[config.mk]
export PLATFORM = sky130hd
export DESIGN_NAME = fdo_drive_ctrl
export DESIGN_NICKNAME = d
export VERILOG_FILES = /design/src/fdo_pkg.sv /design/src/fdo_drive_decode.sv /design/src/fdo_drive_ctrl.sv
export VERILOG_INCLUDE_DIRS = /design/src
export SDC_FILE = /design/constraint.sdc
export NUM_CORES = 1
export LEC_CHECK = 0
export BUFFER_PORTS_ARGS = -buffer_cell sky130_fd_sc_hd__buf_2
export CELL_PAD_IN_SITES_DETAIL_PLACEMENT = 1
export CELL_PAD_IN_SITES_GLOBAL_PLACEMENT = 2
export CORE_AREA = 2 2 102 80
export CTS_CLUSTER_DIAMETER = 50
export DETAILED_ROUTE_END_ITERATION = 8
export DIE_AREA = 0 0 104 82
export PLACE_DENSITY = 0.86
export REMOVE_ABC_BUFFERS = 1
export SYNTH_ARGS = -nofsm -noshare
export SYNTH_HDL_FRONTEND = slang
export SYNTH_HIERARCHICAL = 1
export SYNTH_SLANG_ARGS = --single-unit
[constraint.sdc]
create_clock -name clk -period 2.4 [get_ports clk]
set_clock_uncertainty 0.2 [all_clocks]
set_input_delay 0.24 -clock clk [delete_from_list [all_inputs] [get_ports clk]]
set_output_delay 0.24 -clock clk [all_outputs]
set_load 0.02 [all_outputs]
[src/fdo_defines.svh]
// Purpose: offsets, field positions and reset values of the drive control outputs
// Assumes: byte addresses on a 32-bit Avalon-MM slave, one register per aligned word
// Notes:   definitions only
`ifndef FDO_DEFINES_SVH
`define FDO_DEFINES_SVH

// register byte offsets
`define FDO_OFS_DIG_OUT    5'h00
`define FDO_OFS_CFG_CTL    5'h04
`define FDO_OFS_RATE_SEL   5'h08
`define FDO_OFS_CFG        5'h0C
`define FDO_OFS_HEAD       5'h10
`define FDO_OFS_STAT       5'h14

// digital_output_reg fields
`define FDO_DIG_OUT_SEL_LO 0
`define FDO_DIG_OUT_MTR_LO 4

// disk_controller configuration register fields
`define FDO_CFG_DENS_POL   5
`define FDO_CFG_ENC4       7

// head control register fields
`define FDO_HEAD_SEEK      0
`define FDO_HEAD_IN        1
`define FDO_HEAD_RW        2

// rate codes that count as high density
`define FDO_RATE_500K      2'h0
`define FDO_RATE_1M        2'h3

// reset values
`define FDO_DIG_OUT_RST    8'h00
`define FDO_CFG_RST        8'h20
`define FDO_RATE_RST       2'h0
`define FDO_HEAD_RST       3'h0

`endif

[src/fdo_pkg.sv]
// Purpose: shared types of the drive control outputs
// Assumes: nothing beyond the defines header
// Notes:   the pin bundle travels as one packed struct
`default_nettype none
package fdo_pkg;

   // pins toward the drive cable, all active low except density and rate bit
   typedef struct packed {
      logic [1:0] drive_select_outs_n;
      logic [1:0] motor_outs_n;
      logic       density_select_out;
      logic       head_dir_n;
      logic       rate_bit0_out;
   } fdo_pins_t;

   // inactive levels of the pins after reset
   localparam fdo_pins_t FDO_PINS_IDLE = '{
      drive_select_outs_n: 2'h3,
      motor_outs_n:        2'h3,
      density_select_out:  1'b0,
      head_dir_n:          1'b1,
      rate_bit0_out:       1'b0
   };

endpackage : fdo_pkg
`default_nettype wire

[src/fdo_drive_decode.sv]
// Purpose: drive select and motor decode from digital_output_reg
// Assumes: caller registers the result
// Notes:   purely combinational
`default_nettype none
`include "fdo_defines.svh"
module fdo_drive_decode (
   // control
   input  wire logic [7:0] dig_out,
   input  wire logic       enc4,
   // decoded, active low
   output logic [1:0]      sel_n,
   output logic [1:0]      mtr_n
);
   logic [1:0] drv;
   logic [3:0] mtr_en;

   assign drv    = dig_out[`FDO_DIG_OUT_SEL_LO +: 2];
   assign mtr_en = dig_out[`FDO_DIG_OUT_MTR_LO +: 4];

   // normal mode: one line per drive, drives 2 and 3 have no select line
   // encoded mode: the drive number on the select pair, its motor on both motor lines
   always_comb begin
      if (enc4) begin
         sel_n = ~drv;
         mtr_n = {2{~mtr_en[drv]}};
      end else begin
         sel_n = ~{drv == 2'h1, drv == 2'h0};
         mtr_n = ~mtr_en[1:0];
      end
   end
endmodule : fdo_drive_decode
`default_nettype wire

[src/fdo_drive_ctrl.sv]
// Purpose: drive cable outputs of the disk_controller with an Avalon-MM register slave
// Assumes: clk at 125 MHz, reset synchronous active high, master holds requests
// Notes:   every pin is registered one edge after the register that feeds it
// Notes on behaviour
// - density pin shows high or low rate
// - config bit 5 cleared inverts density pin sense
// - seek drives direction: asserted in, deasserted out
// - direction inactive during read or write
// - two active-low selects from output register bits
// - config bit 7 encodes selects with motors
// - rate bit follows last written rate register
//
// The placing of the registers and register access over Avalon-MM are this design's own decisions.
`default_nettype none
`include "fdo_defines.svh"
module fdo_drive_ctrl (
   // clock and reset
   input  wire logic              clk,
   input  wire logic              reset,
   // avalon-mm slave
   input  wire logic [4:0]        avs_address,
   input  wire logic              avs_read,
   input  wire logic              avs_write,
   input  wire logic [3:0]        avs_byteenable,
   input  wire logic [31:0]       avs_writedata,
   output logic [31:0]            avs_readdata,
   output logic                   avs_waitrequest,
   // drive cable
   output fdo_pkg::fdo_pins_t     pins
);

   logic [7:0]  dig_out_q;
   logic [7:0]  cfg_q;
   logic [1:0]  rate_q;
   logic [2:0]  head_q;
   logic        ack_q;
   logic [31:0] rdata_q;
   logic        wr_go;
   logic        lane0;
   logic [1:0]  sel_n;
   logic [1:0]  mtr_n;
   logic        dir_n;
   fdo_pkg::fdo_pins_t pins_d;
   fdo_pkg::fdo_pins_t pins_q;

   // high density covers 500 Kbps and 1 Mbps
   function automatic logic is_high_rate(input logic [1:0] r);
      is_high_rate = (r == `FDO_RATE_500K) || (r == `FDO_RATE_1M);
   endfunction : is_high_rate

   // one wait cycle on every access: read data is registered before release
   always_ff @(posedge clk) begin
      if (reset)
         ack_q <= 1'b0;
      else
         ack_q <= (avs_read || avs_write) && !ack_q;
   end

   assign avs_waitrequest = (avs_read || avs_write) && !ack_q;
   assign wr_go           = avs_write && ack_q;
   assign lane0           = avs_byteenable[0];

   // read mux, captured in the wait cycle; unmapped offsets read zero
   always_ff @(posedge clk) begin
      if (reset)
         rdata_q <= 32'h0000_0000;
      else if (avs_read && !ack_q) begin
         unique case (avs_address)
            `FDO_OFS_DIG_OUT:  rdata_q <= {24'h00_0000, dig_out_q};
            `FDO_OFS_CFG_CTL:  rdata_q <= {30'h0000_0000, rate_q};
            `FDO_OFS_RATE_SEL: rdata_q <= {30'h0000_0000, rate_q};
            `FDO_OFS_CFG:  rdata_q <= {24'h00_0000, cfg_q};
            `FDO_OFS_HEAD: rdata_q <= {29'h0000_0000, head_q};
            `FDO_OFS_STAT: rdata_q <= {25'h000_0000, pins_q};
            default:       rdata_q <= 32'h0000_0000;
         endcase
      end
   end

   assign avs_readdata = rdata_q;

   // digital_output_reg
   always_ff @(posedge clk) begin
      if (reset)
         dig_out_q <= `FDO_DIG_OUT_RST;
      else if (wr_go && lane0 && avs_address == `FDO_OFS_DIG_OUT)
         dig_out_q <= avs_writedata[7:0];
   end

   // a write without the low byte lane must leave the register alone
   AST_BE_IGNORED: assert property (@(posedge clk) disable iff (reset)
      (avs_write && !lane0) |=> $stable(dig_out_q))
      else $error("write without lane 0 changed the output register");

   // read data was captured in the wait cycle, so it shows the value of one edge back
   AST_READ_OUT: assert property (@(posedge clk) disable iff (reset)
      (avs_read && !avs_waitrequest && avs_address == `FDO_OFS_DIG_OUT) |->
      (avs_readdata == {24'h00_0000, $past(dig_out_q)}))
      else $error("output register read back wrong");

   // disk_controller configuration: polarity and four-drive encoding
   always_ff @(posedge clk) begin
      if (reset)
         cfg_q <= `FDO_CFG_RST;
      else if (wr_go && lane0 && avs_address == `FDO_OFS_CFG)
         cfg_q <= avs_writedata[7:0];
   end

   // one rate store shared by both rate registers, so the last write wins
   always_ff @(posedge clk) begin
      if (reset)
         rate_q <= `FDO_RATE_RST;
      else if (wr_go && lane0 &&
               (avs_address == `FDO_OFS_CFG_CTL || avs_address == `FDO_OFS_RATE_SEL))
         rate_q <= avs_writedata[1:0];
   end

   // head control written by the sequencer firmware
   always_ff @(posedge clk) begin
      if (reset)
         head_q <= `FDO_HEAD_RST;
      else if (wr_go && lane0 && avs_address == `FDO_OFS_HEAD)
         head_q <= avs_writedata[2:0];
   end

   fdo_drive_decode u_decode (
      .dig_out (dig_out_q),
      .enc4  (cfg_q[`FDO_CFG_ENC4]),
      .sel_n (sel_n),
      .mtr_n (mtr_n)
   );

   // direction only means something while seeking; read or write forces it idle
   assign dir_n = !(head_q[`FDO_HEAD_SEEK] && head_q[`FDO_HEAD_IN]
                    && !head_q[`FDO_HEAD_RW]);

   always_comb begin
      pins_d                     = fdo_pkg::FDO_PINS_IDLE;
      pins_d.drive_select_outs_n = sel_n;
      pins_d.motor_outs_n        = mtr_n;
      pins_d.density_select_out  = is_high_rate(rate_q)
                                   == cfg_q[`FDO_CFG_DENS_POL];
      pins_d.head_dir_n          = dir_n;
      pins_d.rate_bit0_out       = rate_q[0];
   end

   // output flops keep the cable glitch free while registers settle
   always_ff @(posedge clk) begin
      if (reset)
         pins_q <= fdo_pkg::FDO_PINS_IDLE;
      else
         pins_q <= pins_d;
   end

   assign pins = pins_q;

   // checks on the pins against their causes, and on the single wait cycle
   AST_RATE_CTL: assert property (@(posedge clk) disable iff (reset)
      (wr_go && lane0 && avs_address == `FDO_OFS_CFG_CTL) |=> ##1
      (pins.rate_bit0_out == $past(avs_writedata[0], 2)))
      else $error("rate bit missed a write to the control register");

   AST_RATE_SEL: assert property (@(posedge clk) disable iff (reset)
      (wr_go && lane0 && avs_address == `FDO_OFS_RATE_SEL) |=> ##1
      (pins.rate_bit0_out == $past(avs_writedata[0], 2)))
      else $error("rate bit missed a write to the rate select register");

   AST_DENSITY: assert property (@(posedge clk) disable iff (reset)
      (wr_go && lane0 && avs_address == `FDO_OFS_CFG_CTL
       && avs_writedata[1:0] == 2'h2 && !cfg_q[`FDO_CFG_DENS_POL]) |=> ##1
      pins.density_select_out)
      else $error("density pin wrong for low rate with inverted sense");

   AST_DENS_POL: assert property (@(posedge clk) disable iff (reset)
      $changed(cfg_q[`FDO_CFG_DENS_POL]) && $stable(rate_q) |=>
      $changed(pins.density_select_out))
      else $error("polarity change did not flip density pin");

   AST_DIR_IN: assert property (@(posedge clk) disable iff (reset)
      (head_q == 3'h3) |=> !pins.head_dir_n)
      else $error("direction not asserted for an inward seek");

   AST_DIR_OUT: assert property (@(posedge clk) disable iff (reset)
      (head_q[`FDO_HEAD_SEEK] && !head_q[`FDO_HEAD_IN]) |=> pins.head_dir_n)
      else $error("direction asserted for an outward seek");

   AST_DIR_RW: assert property (@(posedge clk) disable iff (reset)
      head_q[`FDO_HEAD_RW] [*2] |-> pins.head_dir_n)
      else $error("direction active during read or write");

   AST_SEL_NORM: assert property (@(posedge clk) disable iff (reset)
      (!cfg_q[`FDO_CFG_ENC4] && dig_out_q[1:0] == 2'h1) |=>
      (pins.drive_select_outs_n == 2'h1))
      else $error("drive 1 select not decoded");

   AST_SEL_ENC: assert property (@(posedge clk) disable iff (reset)
      cfg_q[`FDO_CFG_ENC4] |=>
      (pins.drive_select_outs_n == ~$past(dig_out_q[1:0])))
      else $error("encoded drive number wrong");

   AST_RESET_IDLE: assert property (@(posedge clk)
      reset |=> (pins == fdo_pkg::FDO_PINS_IDLE))
      else $error("pins not idle after reset");

   AST_WAIT_ONE: assert property (@(posedge clk) disable iff (reset)
      avs_waitrequest |=> !avs_waitrequest)
      else $error("waitrequest held longer than one cycle");

   // the release edge still loads idle pins, so these attempts start only out of reset
   AST_SEL_DRV0: assert property (@(posedge clk) disable iff (reset)
      (!reset && !cfg_q[`FDO_CFG_ENC4] && dig_out_q[1:0] == 2'h0) |=>
      (pins.drive_select_outs_n == 2'h2))
      else $error("drive 0 select not decoded");

   AST_SEL_NONE: assert property (@(posedge clk) disable iff (reset)
      (!reset && !cfg_q[`FDO_CFG_ENC4] && dig_out_q[1]) |=>
      (pins.drive_select_outs_n == 2'h3))
      else $error("select driven for a drive without a select line");

   AST_MTR_ENC: assert property (@(posedge clk) disable iff (reset)
      (!reset && cfg_q[`FDO_CFG_ENC4]) |=>
      (pins.motor_outs_n == {2{!$past(dig_out_q[`FDO_DIG_OUT_MTR_LO + dig_out_q[1:0]])}}))
      else $error("encoded motor lines wrong");

   AST_DENS_HIGH: assert property (@(posedge clk) disable iff (reset)
      (!reset && rate_q == `FDO_RATE_1M && cfg_q[`FDO_CFG_DENS_POL]) |=>
      pins.density_select_out)
      else $error("density pin low for the top rate with plain sense");

endmodule : fdo_drive_ctrl
`default_nettype wire

Word-level counts from Yosys, hierarchy flattened
Cells that the tools add are included.
{"block": "totals", "romBits": 0, "in_bits": 45, "reg_bits": 61, "mem_bits_rw": 0, "mem_count": 0, "output_inout_bits": 40, "latchBits": 0}
{"block": "classes", "magnitude_cmp": 1, "n_reduce_logical": 20, "div_mod_pow": 0, "n_eq_ne": 8, "shifts": 0, "mux": 5, "add_sub_neg": 0, "multipliers": 0, "bitwise_logic": 4}
{"operator": "case mux 8 bit (5 select lines)", "count": 1}
{"operator": "== test 5 x 4 -> 1 bit (second input constant)", "count": 2}
{"operator": "== test 5 bit (second input constant)", "count": 2}
{"operator": "logical AND 1 bit", "count": 10}
{"operator": "inverter 2 bit", "count": 3}
{"operator": "== test 5 x 3 -> 1 bit (second input constant)", "count": 1}
{"operator": "logical NOT 5 bit", "count": 1}
{"operator": "logical NOT 2 bit", "count": 2}
{"operator": "two-way mux 2 bit", "count": 2}
{"operator": "logical NOT 1 bit", "count": 3}
{"operator": "logical OR 1 bit", "count": 3}
{"operator": "< comparator 2 x 3 -> 1 bit (second input constant)", "count": 1}
{"operator": "binary-select mux 1 bit (select 2 bit)", "count": 1}
{"operator": "== test 2 x 1 -> 1 bit (second input constant)", "count": 1}
{"operator": "== test 2 bit (second input constant)", "count": 1}
{"operator": "OR reduction 2 bit", "count": 1}
{"operator": "== test 1 bit", "count": 1}
{"operator": "two-way mux 1 bit", "count": 1}
{"operator": "inverter 1 bit", "count": 1}

Logic depth before layout (Yosys ltp)
{"block": "depth", "ltp_word": 4, "ltp_mapped": 5}

By module
Netlist, hierarchy kept.
{"mod": "fdo_drive_ctrl", "area_each_um2": 1879.3, "cells_per_inst": 193, "seq_area_each_um2": 740.7, "instances": 1}
{"mod": "fdo_drive_decode", "area_each_um2": 103.8, "cells_per_inst": 16, "seq_area_each_um2": 0.0, "instances": 1}

Worst setup path after synthesis
Ideal clock, no wire load.
{"block": "synth_timing", "path_type": "reg-to-reg", "from": "reg ack_q", "to": "reg rdata_q[0] (netlist: avs_readdata[0])", "path_buffers": 1, "required_time_ps": 2108, "setup_slack_ps": 678, "path_stages_with_launch": 5, "arrival_ps": 1430, "synth_period_minus_slack_ps": 1722, "path_cell_list": "dfxtp_1 > or4b_1 > buf_2 > or3_1 > o32ai_1"}
{"block": "synth_via", "elab_chain_len": 2}
{"element": "from (decl)", "line": "fdo_drive_ctrl.sv:36", "source": "logic ack_q;"}
{"element": "from (signal assigned)", "line": "fdo_drive_ctrl.sv:56", "source": "ack_q <= (avs_read || avs_write) && !ack_q;"}
{"element": "logical NOT 1 bit", "line": "fdo_drive_ctrl.sv:67", "source": "else if (avs_read && !ack_q) begin"}
{"element": "logical AND 1 bit", "line": "fdo_drive_ctrl.sv:67"}
{"element": "to (signal assigned)", "line": "fdo_drive_ctrl.sv:69", "source": "`FDO_OFS_DIG_OUT: rdata_q <= {24'h00_0000, dig_out_q};"}
{"element": "to (signal assigned)", "line": "fdo_drive_ctrl.sv:70", "source": "`FDO_OFS_CFG_CTL: rdata_q <= {30'h0000_0000, rate_q};"}
{"element": "to (signal assigned)", "line": "fdo_drive_ctrl.sv:71", "source": "`FDO_OFS_RATE_SEL: rdata_q <= {30'h0000_0000, rate_q};"}
{"element": "to (decl)", "line": "fdo_drive_ctrl.sv:37", "source": "logic [31:0] rdata_q;"}
Every way passes these cells.
A chain may end at the register's enable or synchronous reset.

Worst setup path in the final report
{"block": "layout_timing", "from": "reg ack_q", "to": "reg rdata_q[5] (netlist: avs_readdata[5])"}
Same word-level chain as after synthesis.

==> results.py <==
metrics = {
    "hold_path": {
        "hold_path_class": "input port to register",
        "min_to": "ack_q",
        "holdPathStages": 3,
        "min-delay-start": "avs_write",
    },
    "clock_tree": {
        "cts_buffer_depth": 2,
        "cts_max_level": 2,
        "holdBufCountCts": 0,
        "clk_pin_slew_ns": 0.07,
        "postCtsSetupRepairBufs": 0,
        "root_buffer": "clkbuf_8",
        "clock_latency_ns": 0.29,
        "cts_buffers": 5,
        "ctsResizeCount": 0,
        "tritoncts": "yes",
        "cts.sinks": 37,
    },
    "finish": {
        "drive_gt1_frac": 0.241,
        "fin_cells": 342,
        "final_area_sq_um": 2230,
        "area_growth_pct": 12.5,
        "final_util": 0.295,
        "fillers": 911,
        "antennaDiodeCount": 0,
        "nNetsFinal": 282,
    },
    "worst_setup_path": {
        "crit_arrival_ns": 1.98,
        "r2r_slack_ns": 0.45,
        "r2r_cells": 3,
        "path_class": "register to register",
        "r2r-start": "ack_q",
        "worst_setup_path_start_kind": "register",
        "path_max_fanout": 7,
        "required_ns": 2.43,
        "r2r-end": "avs_readdata[5]",
        "end_kind": "register",
    },
    "grt": {
        "grt_pass1_wl_um": 8090,
        "track_usage": 0.122,
        "grt_pass1_vias": 1628,
        "antenna_found_initial": 0,
        "overflow": 0,
        "grt_max_degree": 48,
    },
    "sta": {
        "min_period_ns": 1.95,
        "rsz0062_at_grt": "false",
        "max_freq_mhz": 513,
        "drv_slew": 0,
        "setup_tns_ns": 0,
        "relSlewSlack": 0.537,
        "timing.final.hold_violations": 0,
        "setup_viol": 0,
        "post-route-period-util": 0.813,
        "worst_pin_slew_ns": 0.695,
    },
    "placement": {
        "place_inst": 335,
        "gp_congestion": 0.769,
        "portBuffers": 33,
        "place_area_sq_um": 2140,
        "dp_hpwl_um": 3600,
    },
    "floorplanning": {
        "num_rows": 28,
        "fp.dieH_um": 82,
        "initial_core_util": 0.262,
        "ioPinCount": 85,
        "dieWidth_um": 104,
        "core_area_sq_um": 7570,
        "die_area_sq_um": 8530,
    },
    "yosys": {
        "ys.flop_type": "dfxtp_1",
        "syn_area_per_cell_sq_um": 9.49,
        "yosys_warnings": 6,
        "synth-seq-cells": 37,
        "async_reset_ff_frac": 0,
        "synth_edf_count": 0,
        "synth.cell_area_sq_um": 1980,
        "post_synth_num_cell_types": 41,
        "synthCells": 209,
        "yosysSeqAreaShare": 0.374,
    },
    "drt": {
        "drt-initial-drc-count": 63,
        "drc": 0,
        "wl_per_cell_um": 14.5,
        "antenna_left": 0,
        "drt-vias-per-instance": 4.53,
        "wirelength_um": 4950,
        "first_pass_iters": 4,
        "vias": 1550,
    },
    "run": {
        "cap_violations": 0,
    },
    "outcome": {
        "status": "complete, no violations",
    },
    "power_and_ir_drop": {
        "powerDensity_nw_per_um2": 538,
        "leakage_uw": 0.000911,
        "vdd_ir_drop_max_mv": 0.159,
    },
}
[layout make-up]
cell class | count | area [sq um] | share of cell area
multi-input cells | 156 | 1080 | 0.486
flip-flops and latches | 37 | 741 | 0.332
repair buffers | 35 | 180 | 0.0808
well taps | 105 | 131 | 0.0589
clock buffers | 7 | 86.3 | 0.0387
inverters | 2 | 7.51 | 0.00337
[through the flow]
step           setup WS (ns)  hold slack, ns  power (uW)
2_1_floorplan          0.690           0.109         715
3_3_place_gp           0.406           0.258         767
3_5_place_dp           0.434           0.270         768
4_1_cts                0.428          0.0261        1210
5_1_grt                0.357          0.0458        1240
6_report               0.449          0.0283        1200
[state kept, by name (all words and copies together), names as in the netlist]
| name | count |
|---|---|
| avs_readdata | 8 |
| dig_out_q | 8 |
| rate_q | 2 |
| pins | 7 |
| cfg_q | 8 |
| head_q | 3 |
| ack_q | 1 |
[metal layers]
layer	up-vias	routed length, um	track usage
met5	-	0	0
met4	0	76	0.0500
met3	6	207	0.0349
met2	35	2350	0.208
met1	759	2310	0.148
li1	750	-	-
[cell usage after synthesis (2+ instances only)]
| master | number | share of area |
|---|---|---|
| mux2i_1 | 23 | 0.12 |
| or3b_2 | 5 | 0.022 |
| xor2_1 | 2 | 0.0088 |
| a21oi_1 | 4 | 0.010 |
| mux2_2 | 3 | 0.017 |
| nor3b_1 | 2 | 0.0076 |
| inv_1 | 2 | 0.0038 |
| a221o_1 | 4 | 0.020 |
| clkbuf_1 | 9 | 0.017 |
| or2_2 | 4 | 0.013 |
| nand2_1 | 2 | 0.0038 |
| nand2b_1 | 29 | 0.091 |
| and3_1 | 4 | 0.013 |
| nor3_2 | 2 | 0.010 |
| nor3_1 | 2 | 0.0050 |
| a32oi_1 | 3 | 0.013 |
| nor2b_1 | 2 | 0.0063 |
| buf_4 | 25 | 0.095 |
| buf_2 | 3 | 0.0076 |
| a2111oi_0 | 4 | 0.018 |
| o32ai_1 | 2 | 0.0088 |
| nand3b_1 | 3 | 0.011 |
| a311oi_1 | 2 | 0.0088 |
| nand3_1 | 7 | 0.018 |
| nor2_1 | 8 | 0.015 |
| a221oi_1 | 2 | 0.0088 |
| dfxtp_1 | 37 | 0.37 |
[critical path, cell delays in order (launching register included)]
cell and delay (ns):
dfxtp_1 0.35, or4b_1 0.69, a2111oi_0 0.47, a221o_1 0.18
[placed cells by master, fill, tap and decap left out, drive strengths merged, types with 4 or more instances in the layout]
master and instances:
dfxtp 37, buf 35, nand2b 29, conb 24, mux2i 23, nor2 8, nand3 8, clkbuf 7
or3b 5, and3 4, or2 4, a21oi 4, a2111oi 4, a221o 4, mux2 4, nor3 4
[report_power, final]
part | internal, uW | leakage [uW] | switching [uW] | total, uW
combinational | 38.0 | 0.000568 | 94.4 | 132
sequential | 619 | 0.000299 | 4.28 | 623
clock | 228 | 0.0000443 | 218 | 446
[kinds of logic after synthesis]
group	Yosys count	synth area share
AND/OR/NAND/NOR	76	0.240
AO/OA/AOI/OAI	26	0.108
multiplexers	27	0.141
flip-flops	37	0.374
XOR/XNOR	3	0.0133
other	1	0.00189
buffers and inverters	39	0.123
[worst max-delay path by stage]
stage | start | endpoint | cells past startpoint
3_3_place_gp | avs_address[1] | avs_readdata[5] | 4
2_1_floorplan | ack_q | avs_readdata[0] | 3
6_report | ack_q | avs_readdata[5] | 3
3_5_place_dp | avs_address[1] | avs_readdata[5] | 4
4_1_cts | ack_q | avs_readdata[5] | 3
5_1_grt | ack_q | avs_readdata[5] | 3
No activity file was read; power rests on OpenSTA's default activity.
